**config.mk**
```make
export PLATFORM = sky130hd
export DESIGN_NAME = srp_storm_policer
export DESIGN_NICKNAME = d
export VERILOG_FILES = /design/src/common/srp_pkg.sv /design/src/hdl/srp_storm_policer.sv
export SDC_FILE = /design/constraint.sdc
export NUM_CORES = 2
export LEC_CHECK = 0
export BUFFER_PORTS_ARGS = -buffer_cell sky130_fd_sc_hd__buf_2
export CORE_AREA = 2 2 284 286
export DETAILED_ROUTE_END_ITERATION = 6
export DIE_AREA = 0 0 286 288
export GPL_ROUTABILITY_DRIVEN = 0
export PLACE_DENSITY = 0.82
export SLEW_MARGIN = 30
export SYNTH_ARGS = -nofsm -noshare
export SYNTH_HDL_FRONTEND = slang
export SYNTH_SLANG_ARGS = --single-unit
export TNS_END_PERCENT = 5
```
**constraint.sdc**
```tcl
create_clock -name SYS_CLK_I -period 8.5 [get_ports SYS_CLK_I]
set_input_delay 1.7 -clock SYS_CLK_I [delete_from_list [all_inputs] [get_ports SYS_CLK_I]]
set_output_delay 1.7 -clock SYS_CLK_I [all_outputs]
set_load 0.02 [all_outputs]
```
**src/common/srp_pkg.sv**
```systemverilog
package srp_pkg;
  // ****************************************
  // register map
  // ****************************************
  localparam logic [11:0] ADDR_FLAGS = 12'h000;
  localparam logic [11:0] ADDR_POL_BASE = 12'h100;
  localparam int POL_STRIDE_SHIFT = 5;
  localparam logic [4:0] OFS_CTRL = 5'h00;
  localparam logic [4:0] OFS_GAP = 5'h04;
  localparam logic [4:0] OFS_THRES = 5'h08;
  localparam logic [4:0] OFS_RATE = 5'h0C;
  localparam logic [4:0] OFS_FILL = 5'h10;
  // ****************************************
  // field positions
  // ****************************************
  localparam int CTRL_TYPE_LSB = 0;
  localparam int CTRL_FRAME_MODE_BIT = 8;
  localparam int CTRL_LIMIT_FRONT_BIT = 9;
  localparam int CTRL_LIMIT_HOST_BIT = 10;
  localparam int CTRL_QSEL_LSB = 16;
  localparam int FLAG_HOST_DROP_BIT = 0;
  localparam int FLAG_FRONT_DROP_BIT = 1;
  localparam int FLAG_ACTIVE_LSB = 16;
  localparam int HOST_TYPE_BIT = 7;
  localparam int EVT_STORM_DROP_BIT = 8;
  // ****************************************
  // widths and reset values
  // ****************************************
  localparam int TYPE_W = 8;
  localparam int QSEL_W = 8;
  localparam int GAP_W = 7;
  localparam int THRES_W = 6;
  localparam int RATE_W = 17;
  localparam int FILL_W = 20;
  localparam int LEN_W = 14;
  localparam int THRES_UNIT_SHIFT = 12;
  localparam logic [LEN_W-1:0] SHORT_ERR_LEN = 14'h0094;
  localparam logic [TYPE_W-1:0] TYPE_RST = 8'h00;
  localparam logic [QSEL_W-1:0] QSEL_RST = 8'h00;
  localparam logic [GAP_W-1:0] GAP_RST = 7'h00;
  localparam logic [THRES_W-1:0] THRES_RST = 6'h00;
  localparam logic [RATE_W-1:0] RATE_RST = 17'h00000;
  // ****************************************
  // timing
  // ****************************************
  localparam int CLK_PERIOD_NS = 40;
  localparam int DRAIN_PERIOD_NS = 1000;
  localparam int DRAIN_CYCLES = (DRAIN_PERIOD_NS / CLK_PERIOD_NS < 1) ? 1 :
                                DRAIN_PERIOD_NS / CLK_PERIOD_NS;
endpackage : srp_pkg

```
**src/hdl/srp_storm_policer.sv**
```systemverilog
// Function
// [RULE1] 8-bit traffic type mask selects policed frames
// [RULE2] frame mode counts frames, not bytes
// [RULE3] separate enables for host and front limiting
// [RULE4] 8-bit mask selects policed host queues
// [RULE5] 7-bit overhead adjusts each frame contribution
// [RULE6] burst limit is threshold times 4K
// [RULE7] 17-bit rate sets bucket drain
// [RULE8] short errored and control frames ignored
// [RULE9] software enables via type mask and rate
// [RULE10] host frames policed when bit7 clear, queue selected
// [RULE11] sticky flag on any host-bound drop
// [RULE12] sticky flag on any front-bound drop
// [RULE13] per-policer sticky flag when active and open
// [RULE14] each drop signalled as statistics event
// [RULE15] 12-bit event mask layout to statistics
// [RULE16] closed policer discards frame to every port
// [RULE17] fill grows per frame, drains, closes above limit
// [RULE18] sticky flags cleared by writing one
//
// Local design decisions: the AHB-Lite register port and the address map.
`timescale 1ns/1ps
`default_nettype none
module srp_storm_policer #(
  parameter int NUM_POL = 8
) (
  // clock and reset
  input wire logic SYS_CLK_I,
  input wire logic SYS_RST_I,
  // ahb-lite slave
  input wire logic HSEL_I,
  input wire logic [11:0] HADDR_I,
  input wire logic [1:0] HTRANS_I,
  input wire logic HWRITE_I,
  input wire logic [2:0] HSIZE_I,
  input wire logic [31:0] HWDATA_I,
  input wire logic HREADY_I,
  output logic HREADYOUT_O,
  output logic HRESP_O,
  output logic [31:0] HRDATA_O,
  // frame from classifier
  input wire logic FRM_VALID_I,
  input wire logic [13:0] FRM_LEN_I,
  input wire logic [2:0] FRM_TYPE_I,
  input wire logic FRM_ERR_I,
  input wire logic FRM_MAC_CTRL_I,
  input wire logic FRM_TO_HOST_I,
  input wire logic [2:0] FRM_HOST_QUEUE_I,
  input wire logic FRM_TO_FRONT_I,
  input wire logic [3:0] FRM_EARLY_EVENTS_I,
  input wire logic [3:0] FRM_PORT_POL_EVENTS_I,
  input wire logic [2:0] FRM_OTHER_EVENTS_I,
  // verdict to forwarding and statistics
  output logic RES_VALID_O,
  output logic RES_DROP_O,
  output logic [11:0] RES_EVENT_MASK_O
);
  // ****************************************
  // elaboration checks
  // ****************************************
  if (NUM_POL < 2 || NUM_POL > 8) begin : g_bad_num
    $error("NUM_POL must lie in 2..8");
  end

  localparam int IW = $clog2(NUM_POL);
  localparam int DW = $clog2(srp_pkg::DRAIN_CYCLES + 1);

  // ****************************************
  // ahb-lite data phase capture
  // ****************************************
  logic wr_pend_reg;
  logic [11:0] wr_addr_reg;
  logic addr_phase;
  assign addr_phase = HSEL_I && HREADY_I && HTRANS_I[1];

  always_ff @(posedge SYS_CLK_I) begin
    if (SYS_RST_I) begin
      wr_pend_reg <= 1'b0;
      wr_addr_reg <= 12'h000;
    end else begin
      wr_pend_reg <= addr_phase && HWRITE_I;
      if (addr_phase) begin
        wr_addr_reg <= HADDR_I;
      end
    end
  end

  // zero wait states, always okay
  always_ff @(posedge SYS_CLK_I) begin
    if (SYS_RST_I) begin
      HREADYOUT_O <= 1'b1;
      HRESP_O <= 1'b0;
    end else begin
      HREADYOUT_O <= 1'b1;
      HRESP_O <= 1'b0;
    end
  end

  logic wr_flags;
  logic wr_pol_area;
  logic [IW-1:0] wr_idx;
  logic [4:0] wr_ofs;
  assign wr_flags = wr_pend_reg && (wr_addr_reg == srp_pkg::ADDR_FLAGS);
  assign wr_pol_area = wr_pend_reg && (wr_addr_reg[11:8] == 4'h1) &&
                       (wr_addr_reg[7:srp_pkg::POL_STRIDE_SHIFT] < NUM_POL);
  assign wr_idx = wr_addr_reg[srp_pkg::POL_STRIDE_SHIFT +: IW];
  assign wr_ofs = wr_addr_reg[4:0];

  // ****************************************
  // frame qualification
  // ****************************************
  // mac never forwards these, so they never touch a bucket
  logic frm_ok;
  assign frm_ok = FRM_VALID_I && !FRM_MAC_CTRL_I &&
                  !(FRM_ERR_I && FRM_LEN_I < srp_pkg::SHORT_ERR_LEN); // [RULE8]

  // drain tick shared by all buckets
  logic [DW-1:0] drain_cnt_reg;
  logic drain_tick;
  assign drain_tick = (drain_cnt_reg == DW'(srp_pkg::DRAIN_CYCLES - 1));
  always_ff @(posedge SYS_CLK_I) begin
    if (SYS_RST_I) begin
      drain_cnt_reg <= '0;
    end else if (drain_tick) begin
      drain_cnt_reg <= '0;
    end else begin
      drain_cnt_reg <= drain_cnt_reg + DW'(1);
    end
  end

  // ****************************************
  // policer bank
  // ****************************************
  logic [srp_pkg::TYPE_W-1:0] type_mask_reg [NUM_POL];
  logic [srp_pkg::QSEL_W-1:0] host_queue_select_reg [NUM_POL];
  logic [NUM_POL-1:0] count_frames_not_bytes_reg;
  logic [NUM_POL-1:0] limit_front_port_traffic_reg;
  logic [NUM_POL-1:0] limit_host_cpu_traffic_reg;
  logic [srp_pkg::GAP_W-1:0] gap_reg [NUM_POL];
  logic [srp_pkg::THRES_W-1:0] burst_capacity_reg [NUM_POL];
  logic [srp_pkg::RATE_W-1:0] rate_reg [NUM_POL];
  logic [srp_pkg::FILL_W-1:0] fill_reg [NUM_POL];
  logic [NUM_POL-1:0] pol_host_drop;
  logic [NUM_POL-1:0] pol_front_drop;
  logic [NUM_POL-1:0] pol_open_hit;

  for (genvar i = 0; i < NUM_POL; i++) begin : g_pol
    logic wr_me;
    logic applies;
    logic closed;
    logic drops;
    logic [srp_pkg::FILL_W-1:0] limit;
    logic [srp_pkg::FILL_W-1:0] add;
    logic [srp_pkg::FILL_W-1:0] after_drain;
    logic [srp_pkg::FILL_W:0] grown;
    logic signed [srp_pkg::LEN_W+1:0] len_adj;

    assign wr_me = wr_pol_area && (wr_idx == IW'(i));

    always_ff @(posedge SYS_CLK_I) begin
      if (SYS_RST_I) begin
        type_mask_reg[i] <= srp_pkg::TYPE_RST;
        host_queue_select_reg[i] <= srp_pkg::QSEL_RST;
        count_frames_not_bytes_reg[i] <= 1'b0;
        limit_front_port_traffic_reg[i] <= 1'b0;
        limit_host_cpu_traffic_reg[i] <= 1'b0;
        gap_reg[i] <= srp_pkg::GAP_RST;
        burst_capacity_reg[i] <= srp_pkg::THRES_RST;
        rate_reg[i] <= srp_pkg::RATE_RST;
      end else if (wr_me) begin
        case (wr_ofs)
          srp_pkg::OFS_CTRL: begin
            type_mask_reg[i] <=
              HWDATA_I[srp_pkg::CTRL_TYPE_LSB +: srp_pkg::TYPE_W]; // [RULE1]
            count_frames_not_bytes_reg[i] <=
              HWDATA_I[srp_pkg::CTRL_FRAME_MODE_BIT];
            limit_front_port_traffic_reg[i] <=
              HWDATA_I[srp_pkg::CTRL_LIMIT_FRONT_BIT]; // [RULE3]
            limit_host_cpu_traffic_reg[i] <=
              HWDATA_I[srp_pkg::CTRL_LIMIT_HOST_BIT]; // [RULE3]
            host_queue_select_reg[i] <=
              HWDATA_I[srp_pkg::CTRL_QSEL_LSB +: srp_pkg::QSEL_W]; // [RULE4]
          end
          srp_pkg::OFS_GAP: begin
            gap_reg[i] <= HWDATA_I[srp_pkg::GAP_W-1:0]; // [RULE5]
          end
          srp_pkg::OFS_THRES: begin
            burst_capacity_reg[i] <= HWDATA_I[srp_pkg::THRES_W-1:0]; // [RULE6]
          end
          srp_pkg::OFS_RATE: begin
            rate_reg[i] <= HWDATA_I[srp_pkg::RATE_W-1:0]; // [RULE7]
          end
          default: begin
          end
        endcase
      end
    end

    // a zero mask or zero rate leaves the policer idle [RULE9]
    assign applies = frm_ok && (rate_reg[i] != '0) &&
                     type_mask_reg[i][FRM_TYPE_I] && // [RULE1]
                     (!FRM_TO_HOST_I ||
                      (!type_mask_reg[i][srp_pkg::HOST_TYPE_BIT] && // [RULE10]
                       host_queue_select_reg[i][FRM_HOST_QUEUE_I]));

    assign limit = srp_pkg::FILL_W'(burst_capacity_reg[i]) <<
                   srp_pkg::THRES_UNIT_SHIFT; // [RULE6]
    assign closed = fill_reg[i] > limit; // [RULE17]
    assign drops = applies && closed && // [RULE3]
                   ((FRM_TO_HOST_I && limit_host_cpu_traffic_reg[i]) ||
                    (FRM_TO_FRONT_I && limit_front_port_traffic_reg[i]));
    assign pol_host_drop[i] = drops && FRM_TO_HOST_I; // [RULE11]
    assign pol_front_drop[i] = drops && FRM_TO_FRONT_I; // [RULE12]
    assign pol_open_hit[i] = applies && !closed;

    // overhead is signed so it can take bytes away as well
    assign len_adj = $signed({2'b00, FRM_LEN_I}) +
                     $signed({{(srp_pkg::LEN_W+2-srp_pkg::GAP_W)
                               {gap_reg[i][6]}}, gap_reg[i]}); // [RULE5]
    always_comb begin
      if (count_frames_not_bytes_reg[i]) begin
        add = srp_pkg::FILL_W'(1); // [RULE2]
      end else if (len_adj < 0) begin
        add = '0;
      end else begin
        add = srp_pkg::FILL_W'(len_adj[srp_pkg::LEN_W:0]); // [RULE17]
      end
    end

    assign after_drain = (!drain_tick) ? fill_reg[i] : // [RULE7]
      (fill_reg[i] > srp_pkg::FILL_W'(rate_reg[i])) ?
      fill_reg[i] - srp_pkg::FILL_W'(rate_reg[i]) : '0;
    // only open buckets take the frame
    assign grown = {1'b0, after_drain} + {1'b0, add};

    always_ff @(posedge SYS_CLK_I) begin
      if (SYS_RST_I) begin
        fill_reg[i] <= '0;
      end else if (applies && !closed) begin
        fill_reg[i] <= grown[srp_pkg::FILL_W] ? '1 :
                       grown[srp_pkg::FILL_W-1:0]; // [RULE17]
      end else begin
        fill_reg[i] <= after_drain;
      end
    end
  end

  // ****************************************
  // sticky flags
  // ****************************************
  logic host_drop_flag_reg;
  logic front_drop_flag_reg;
  logic [NUM_POL-1:0] active_open_flag_reg;

  // a new event in the clearing cycle keeps the flag set
  always_ff @(posedge SYS_CLK_I) begin
    if (SYS_RST_I) begin
      host_drop_flag_reg <= 1'b0;
      front_drop_flag_reg <= 1'b0;
      active_open_flag_reg <= '0;
    end else begin
      host_drop_flag_reg <= (|pol_host_drop) || (host_drop_flag_reg &&
        !(wr_flags && HWDATA_I[srp_pkg::FLAG_HOST_DROP_BIT])); // [RULE18]
      front_drop_flag_reg <= (|pol_front_drop) || (front_drop_flag_reg &&
        !(wr_flags && HWDATA_I[srp_pkg::FLAG_FRONT_DROP_BIT])); // [RULE18]
      active_open_flag_reg <= pol_open_hit | (active_open_flag_reg &
        ~(wr_flags ? HWDATA_I[srp_pkg::FLAG_ACTIVE_LSB +: NUM_POL]
                   : NUM_POL'(0))); // [RULE13] [RULE18]
    end
  end

  // ****************************************
  // verdict and statistics events
  // ****************************************
  logic any_drop;
  assign any_drop = |(pol_host_drop | pol_front_drop);

  always_ff @(posedge SYS_CLK_I) begin
    if (SYS_RST_I) begin
      RES_VALID_O <= 1'b0;
      RES_DROP_O <= 1'b0;
      RES_EVENT_MASK_O <= 12'h000;
    end else begin
      RES_VALID_O <= FRM_VALID_I;
      // a dropped frame goes nowhere, host included
      RES_DROP_O <= FRM_VALID_I && any_drop; // [RULE16]
      RES_EVENT_MASK_O <= FRM_VALID_I ?
        {FRM_OTHER_EVENTS_I, any_drop, FRM_PORT_POL_EVENTS_I,
         FRM_EARLY_EVENTS_I} : 12'h000; // [RULE14] [RULE15]
    end
  end

  // ****************************************
  // register read
  // ****************************************
  logic [31:0] rd_data;
  logic [IW-1:0] rd_idx;
  assign rd_idx = HADDR_I[srp_pkg::POL_STRIDE_SHIFT +: IW];

  always_comb begin
    rd_data = 32'h0000_0000;
    if (HADDR_I == srp_pkg::ADDR_FLAGS) begin
      rd_data[srp_pkg::FLAG_HOST_DROP_BIT] = host_drop_flag_reg;
      rd_data[srp_pkg::FLAG_FRONT_DROP_BIT] = front_drop_flag_reg;
      rd_data[srp_pkg::FLAG_ACTIVE_LSB +: NUM_POL] = active_open_flag_reg;
    end else if (HADDR_I[11:8] == 4'h1 &&
                 HADDR_I[7:srp_pkg::POL_STRIDE_SHIFT] < NUM_POL) begin
      case (HADDR_I[4:0])
        srp_pkg::OFS_CTRL: begin
          rd_data[srp_pkg::CTRL_TYPE_LSB +: srp_pkg::TYPE_W] =
            type_mask_reg[rd_idx];
          rd_data[srp_pkg::CTRL_FRAME_MODE_BIT] =
            count_frames_not_bytes_reg[rd_idx];
          rd_data[srp_pkg::CTRL_LIMIT_FRONT_BIT] =
            limit_front_port_traffic_reg[rd_idx];
          rd_data[srp_pkg::CTRL_LIMIT_HOST_BIT] =
            limit_host_cpu_traffic_reg[rd_idx];
          rd_data[srp_pkg::CTRL_QSEL_LSB +: srp_pkg::QSEL_W] =
            host_queue_select_reg[rd_idx];
        end
        srp_pkg::OFS_GAP: rd_data[srp_pkg::GAP_W-1:0] = gap_reg[rd_idx];
        srp_pkg::OFS_THRES:
          rd_data[srp_pkg::THRES_W-1:0] = burst_capacity_reg[rd_idx];
        srp_pkg::OFS_RATE: rd_data[srp_pkg::RATE_W-1:0] = rate_reg[rd_idx];
        srp_pkg::OFS_FILL: rd_data[srp_pkg::FILL_W-1:0] = fill_reg[rd_idx];
        default: rd_data = 32'h0000_0000;
      endcase
    end
  end

  // captured in the address phase, stands through the data phase
  always_ff @(posedge SYS_CLK_I) begin
    if (SYS_RST_I) begin
      HRDATA_O <= 32'h0000_0000;
    end else if (addr_phase && !HWRITE_I) begin
      HRDATA_O <= rd_data;
    end
  end
endmodule : srp_storm_policer
`default_nettype wire

```
==> results.cfg <==
[setup_path]
path_class = in -> reg
slowest_stage = a2111oi_2
cp.required_ps = 9010
crit_arrival_ps = 7710
worstSetupStartpointType = input pin
crit_chain = buf_2 > ha_1 > a21o_1 > a21o_1 > a2111oi_2 > o31ai_1 > o41ai_2 > o21ai_1 > nor2_1 > xnor2_1 > or2_1 > nor2_1 > ha_1 > a21o_1 > a21o_1 > a21oi_1 > a21boi_0 > nand2b_1 > o21ai_0 > o221ai_1 > nor3_1 > or3_1 > a21oi_1
path_max_fanout = 13
end_kind = flip-flop
critPathMostFrequentCell = a21o_1
slowest_delay_ps = 550

[run_status]
violations = design-rule violations
status = finished, violations left

[sta]
tns_ps = 0
worst_slew_pin_slew_ps = 1130
max_slew_margin_pct = 24.4
clock_skew_ps = 56.5
max_freq_ghz = 0.139
fin_crit_sh_pct = 84.8
finalSetupViolCount = 0
fin_crit_ps = 7200
hold_viol_final = 0
rsz0062_at_grt = no
slew_viol_final = 0

[global_routing]
antenna_found_initial = 17
grt.overflow.total = 0
grt_use_total_pct = 43.2
grt_pass1_wl_mm = 264
grt_pass1_vias = 43431
grt_max_degree = 115

[drt]
first_iter_violations = 6299
first_pass_iters = 7
viasPerCell = 6.95
routedWlPerCell_um = 27.6
vias = 45921
drcViolationCount = 173
routed_wl_mm = 182
ant_nets = 0

[job]
cap_violations = 0

[yosys]
synth.avg_cell_area_um2 = 9.68
yosysWarnings = 0
synth.distinct_cells = 105
synth_ff_type = edfxtp_1
synth_cells = 5283
synth_edf_count = 528
seq_area_frac_synth_pct = 34.5
syn_area_um2 = 51100
ys_seq_elements = 618
async_flop_share_pct = 0

[placed_design]
port_buffers = 115
place_hpwl_mm = 135
placed_cells = 6449

[power]
pwr_density_cell_nw_per_um2 = 164
p_leak_uw = 0.0229
ir_drop_v = 0.000167

[cells_and_area]
fin_cells = 6605
drive_above_1_share_pct = 9.70
seq_area_um2 = 17700
fin_util_pct = 69.9
multi_input_area_um2 = 32000
final_common_cell = nor2_1
mostFrequentLayoutCells = nor2_1, edfxtp_1, ha_1
fillers = 5801
syn2layout_area_growth_pct = 8.91
final_nets = 6005
largest_reg_flops = 160

[die]
fp.coreArea_um2 = 79600
initial_core_util_pct = 64.2
fp.dieW_um = 286
std_cell_rows = 104
dieArea_um2 = 82400
die_height_um = 288
io_pins = 138

[clock_tree]
clock_tree.root_cell = clkbuf_16
cts_hold_buf = 0
clock_path_buffers = 3
cts_resized = 0
cts_tree = yes
worstSkewPairLatency_ps = 680
clkTransAtPathRegs_ps = 60
cts_made_buffers = 72
cts_sinks = 618
postCtsSetupBuffers = 0
h-tree-depth = 3

[min_path]
hold_path.class = reg -> reg
[stage by stage]
step / hold slack (ps) / power [uW] / instance area [um^2] / setup WS [ps]
3_3_place_gp: 444 / 5740 / 53100 / 771
6_report: 461 / 9110 / 55700 / 1300
4_1_cts: 464 / 8970 / 55600 / 1310
2_1_floorplan: 436 / 5180 / 51800 / 1900
3_5_place_dp: 455 / 5810 / 53200 / 698
5_1_grt: 485 / 9360 / 55600 / 759
[layer usage]
metal  wire length [um]  track usage (%)  part of all wire, %  vias to the layer above
li1                   -                -                    -                    19818
met1              58700             48.3                   32                    21353
met2              76900             65.3                   42                     3586
met3              27300             16.8                   15                     1156
met4              19200             36.5                   11                        8
met5                 78                0                0.043                        -
[Yosys cell counts (27+ instances only)]
library cell	instances	area share, %
o31ai_1	83	1.2
o21ai_0	200	2.0
nor3_1	100	0.98
or3_1	27	0.33
nor2_1	552	4.1
and3_1	36	0.44
a21oi_1	302	3.0
a21o_1	114	1.7
clkbuf_1	154	1.1
nand2_1	331	2.4
a22o_1	50	0.86
inv_1	317	2.3
mux2i_1	105	2.1
ha_1	426	10
mux4_2	180	7.9
a22oi_1	28	0.41
nand3_1	103	1.0
o21a_1	59	0.87
o21bai_1	56	0.82
nand4_1	46	0.56
nor4_1	70	0.86
and2_1	395	4.8
a211oi_1	89	1.3
xnor2_1	188	3.2
nor2b_1	34	0.42
xor2_1	134	2.3
edfxtp_1	528	31
buf_2	29	0.28
dfxtp_1	90	3.5
nand2b_1	36	0.44
[critical path: cells and delay by family]
family / cells / cell delay (ps)
compound gates: 13 / 3300
buf+inv: 1 / 410
simple gates: 6 / 1440
fa+ha+maj: 2 / 680
xor+xnor: 1 / 170
[worst paths after layout]
path	from	to	slack, ps	cells after the start
max	FRM_LEN_I[1]	fill_reg[0][17]	1300	23
min	wr_addr_reg[9]	wr_addr_reg[9]	460	2
max reg2reg	fill_reg[6][0]	fill_reg[6][18]	1730	21
min reg2reg	wr_addr_reg[9]	wr_addr_reg[9]	460	2
[area by class of cell]
cell class	count	share of cell area, %
diodes	22	0.0989
clock buffers	98	3.63
clock inverters	34	0.690
inverters	318	2.14
multi-input cells	4293	57.5
flip-flops and latches	618	31.7
well taps	1060	2.38
repair buffers	162	1.80
[report_power, final]
group          internal [uW]  switching [uW]  leakage (uW)  total [uW]
Clock                   1840            1400       0.00117        3240
Sequential              3410             202       0.00617        3620
Combinational            890            1370        0.0156        2260
Total                   6150            2960        0.0229        9110
[cell families (layout without fill, tap and decap cells)]
logic type / Yosys count / after routing / share of synthesized area, %
compound gates: 1230 / 1230 / 16.4
buf+inv: 540 / 612 / 4.15
xor+xnor: 322 / 322 / 5.52
fa+ha+maj: 450 / 450 / 11.4
other cells: 2 / 192 / 0.0147
flops: 618 / 618 / 34.5
mux: 293 / 293 / 10.2
simple gates: 1828 / 1828 / 17.9
Note: power is estimated with default switching activity, not from simulation.
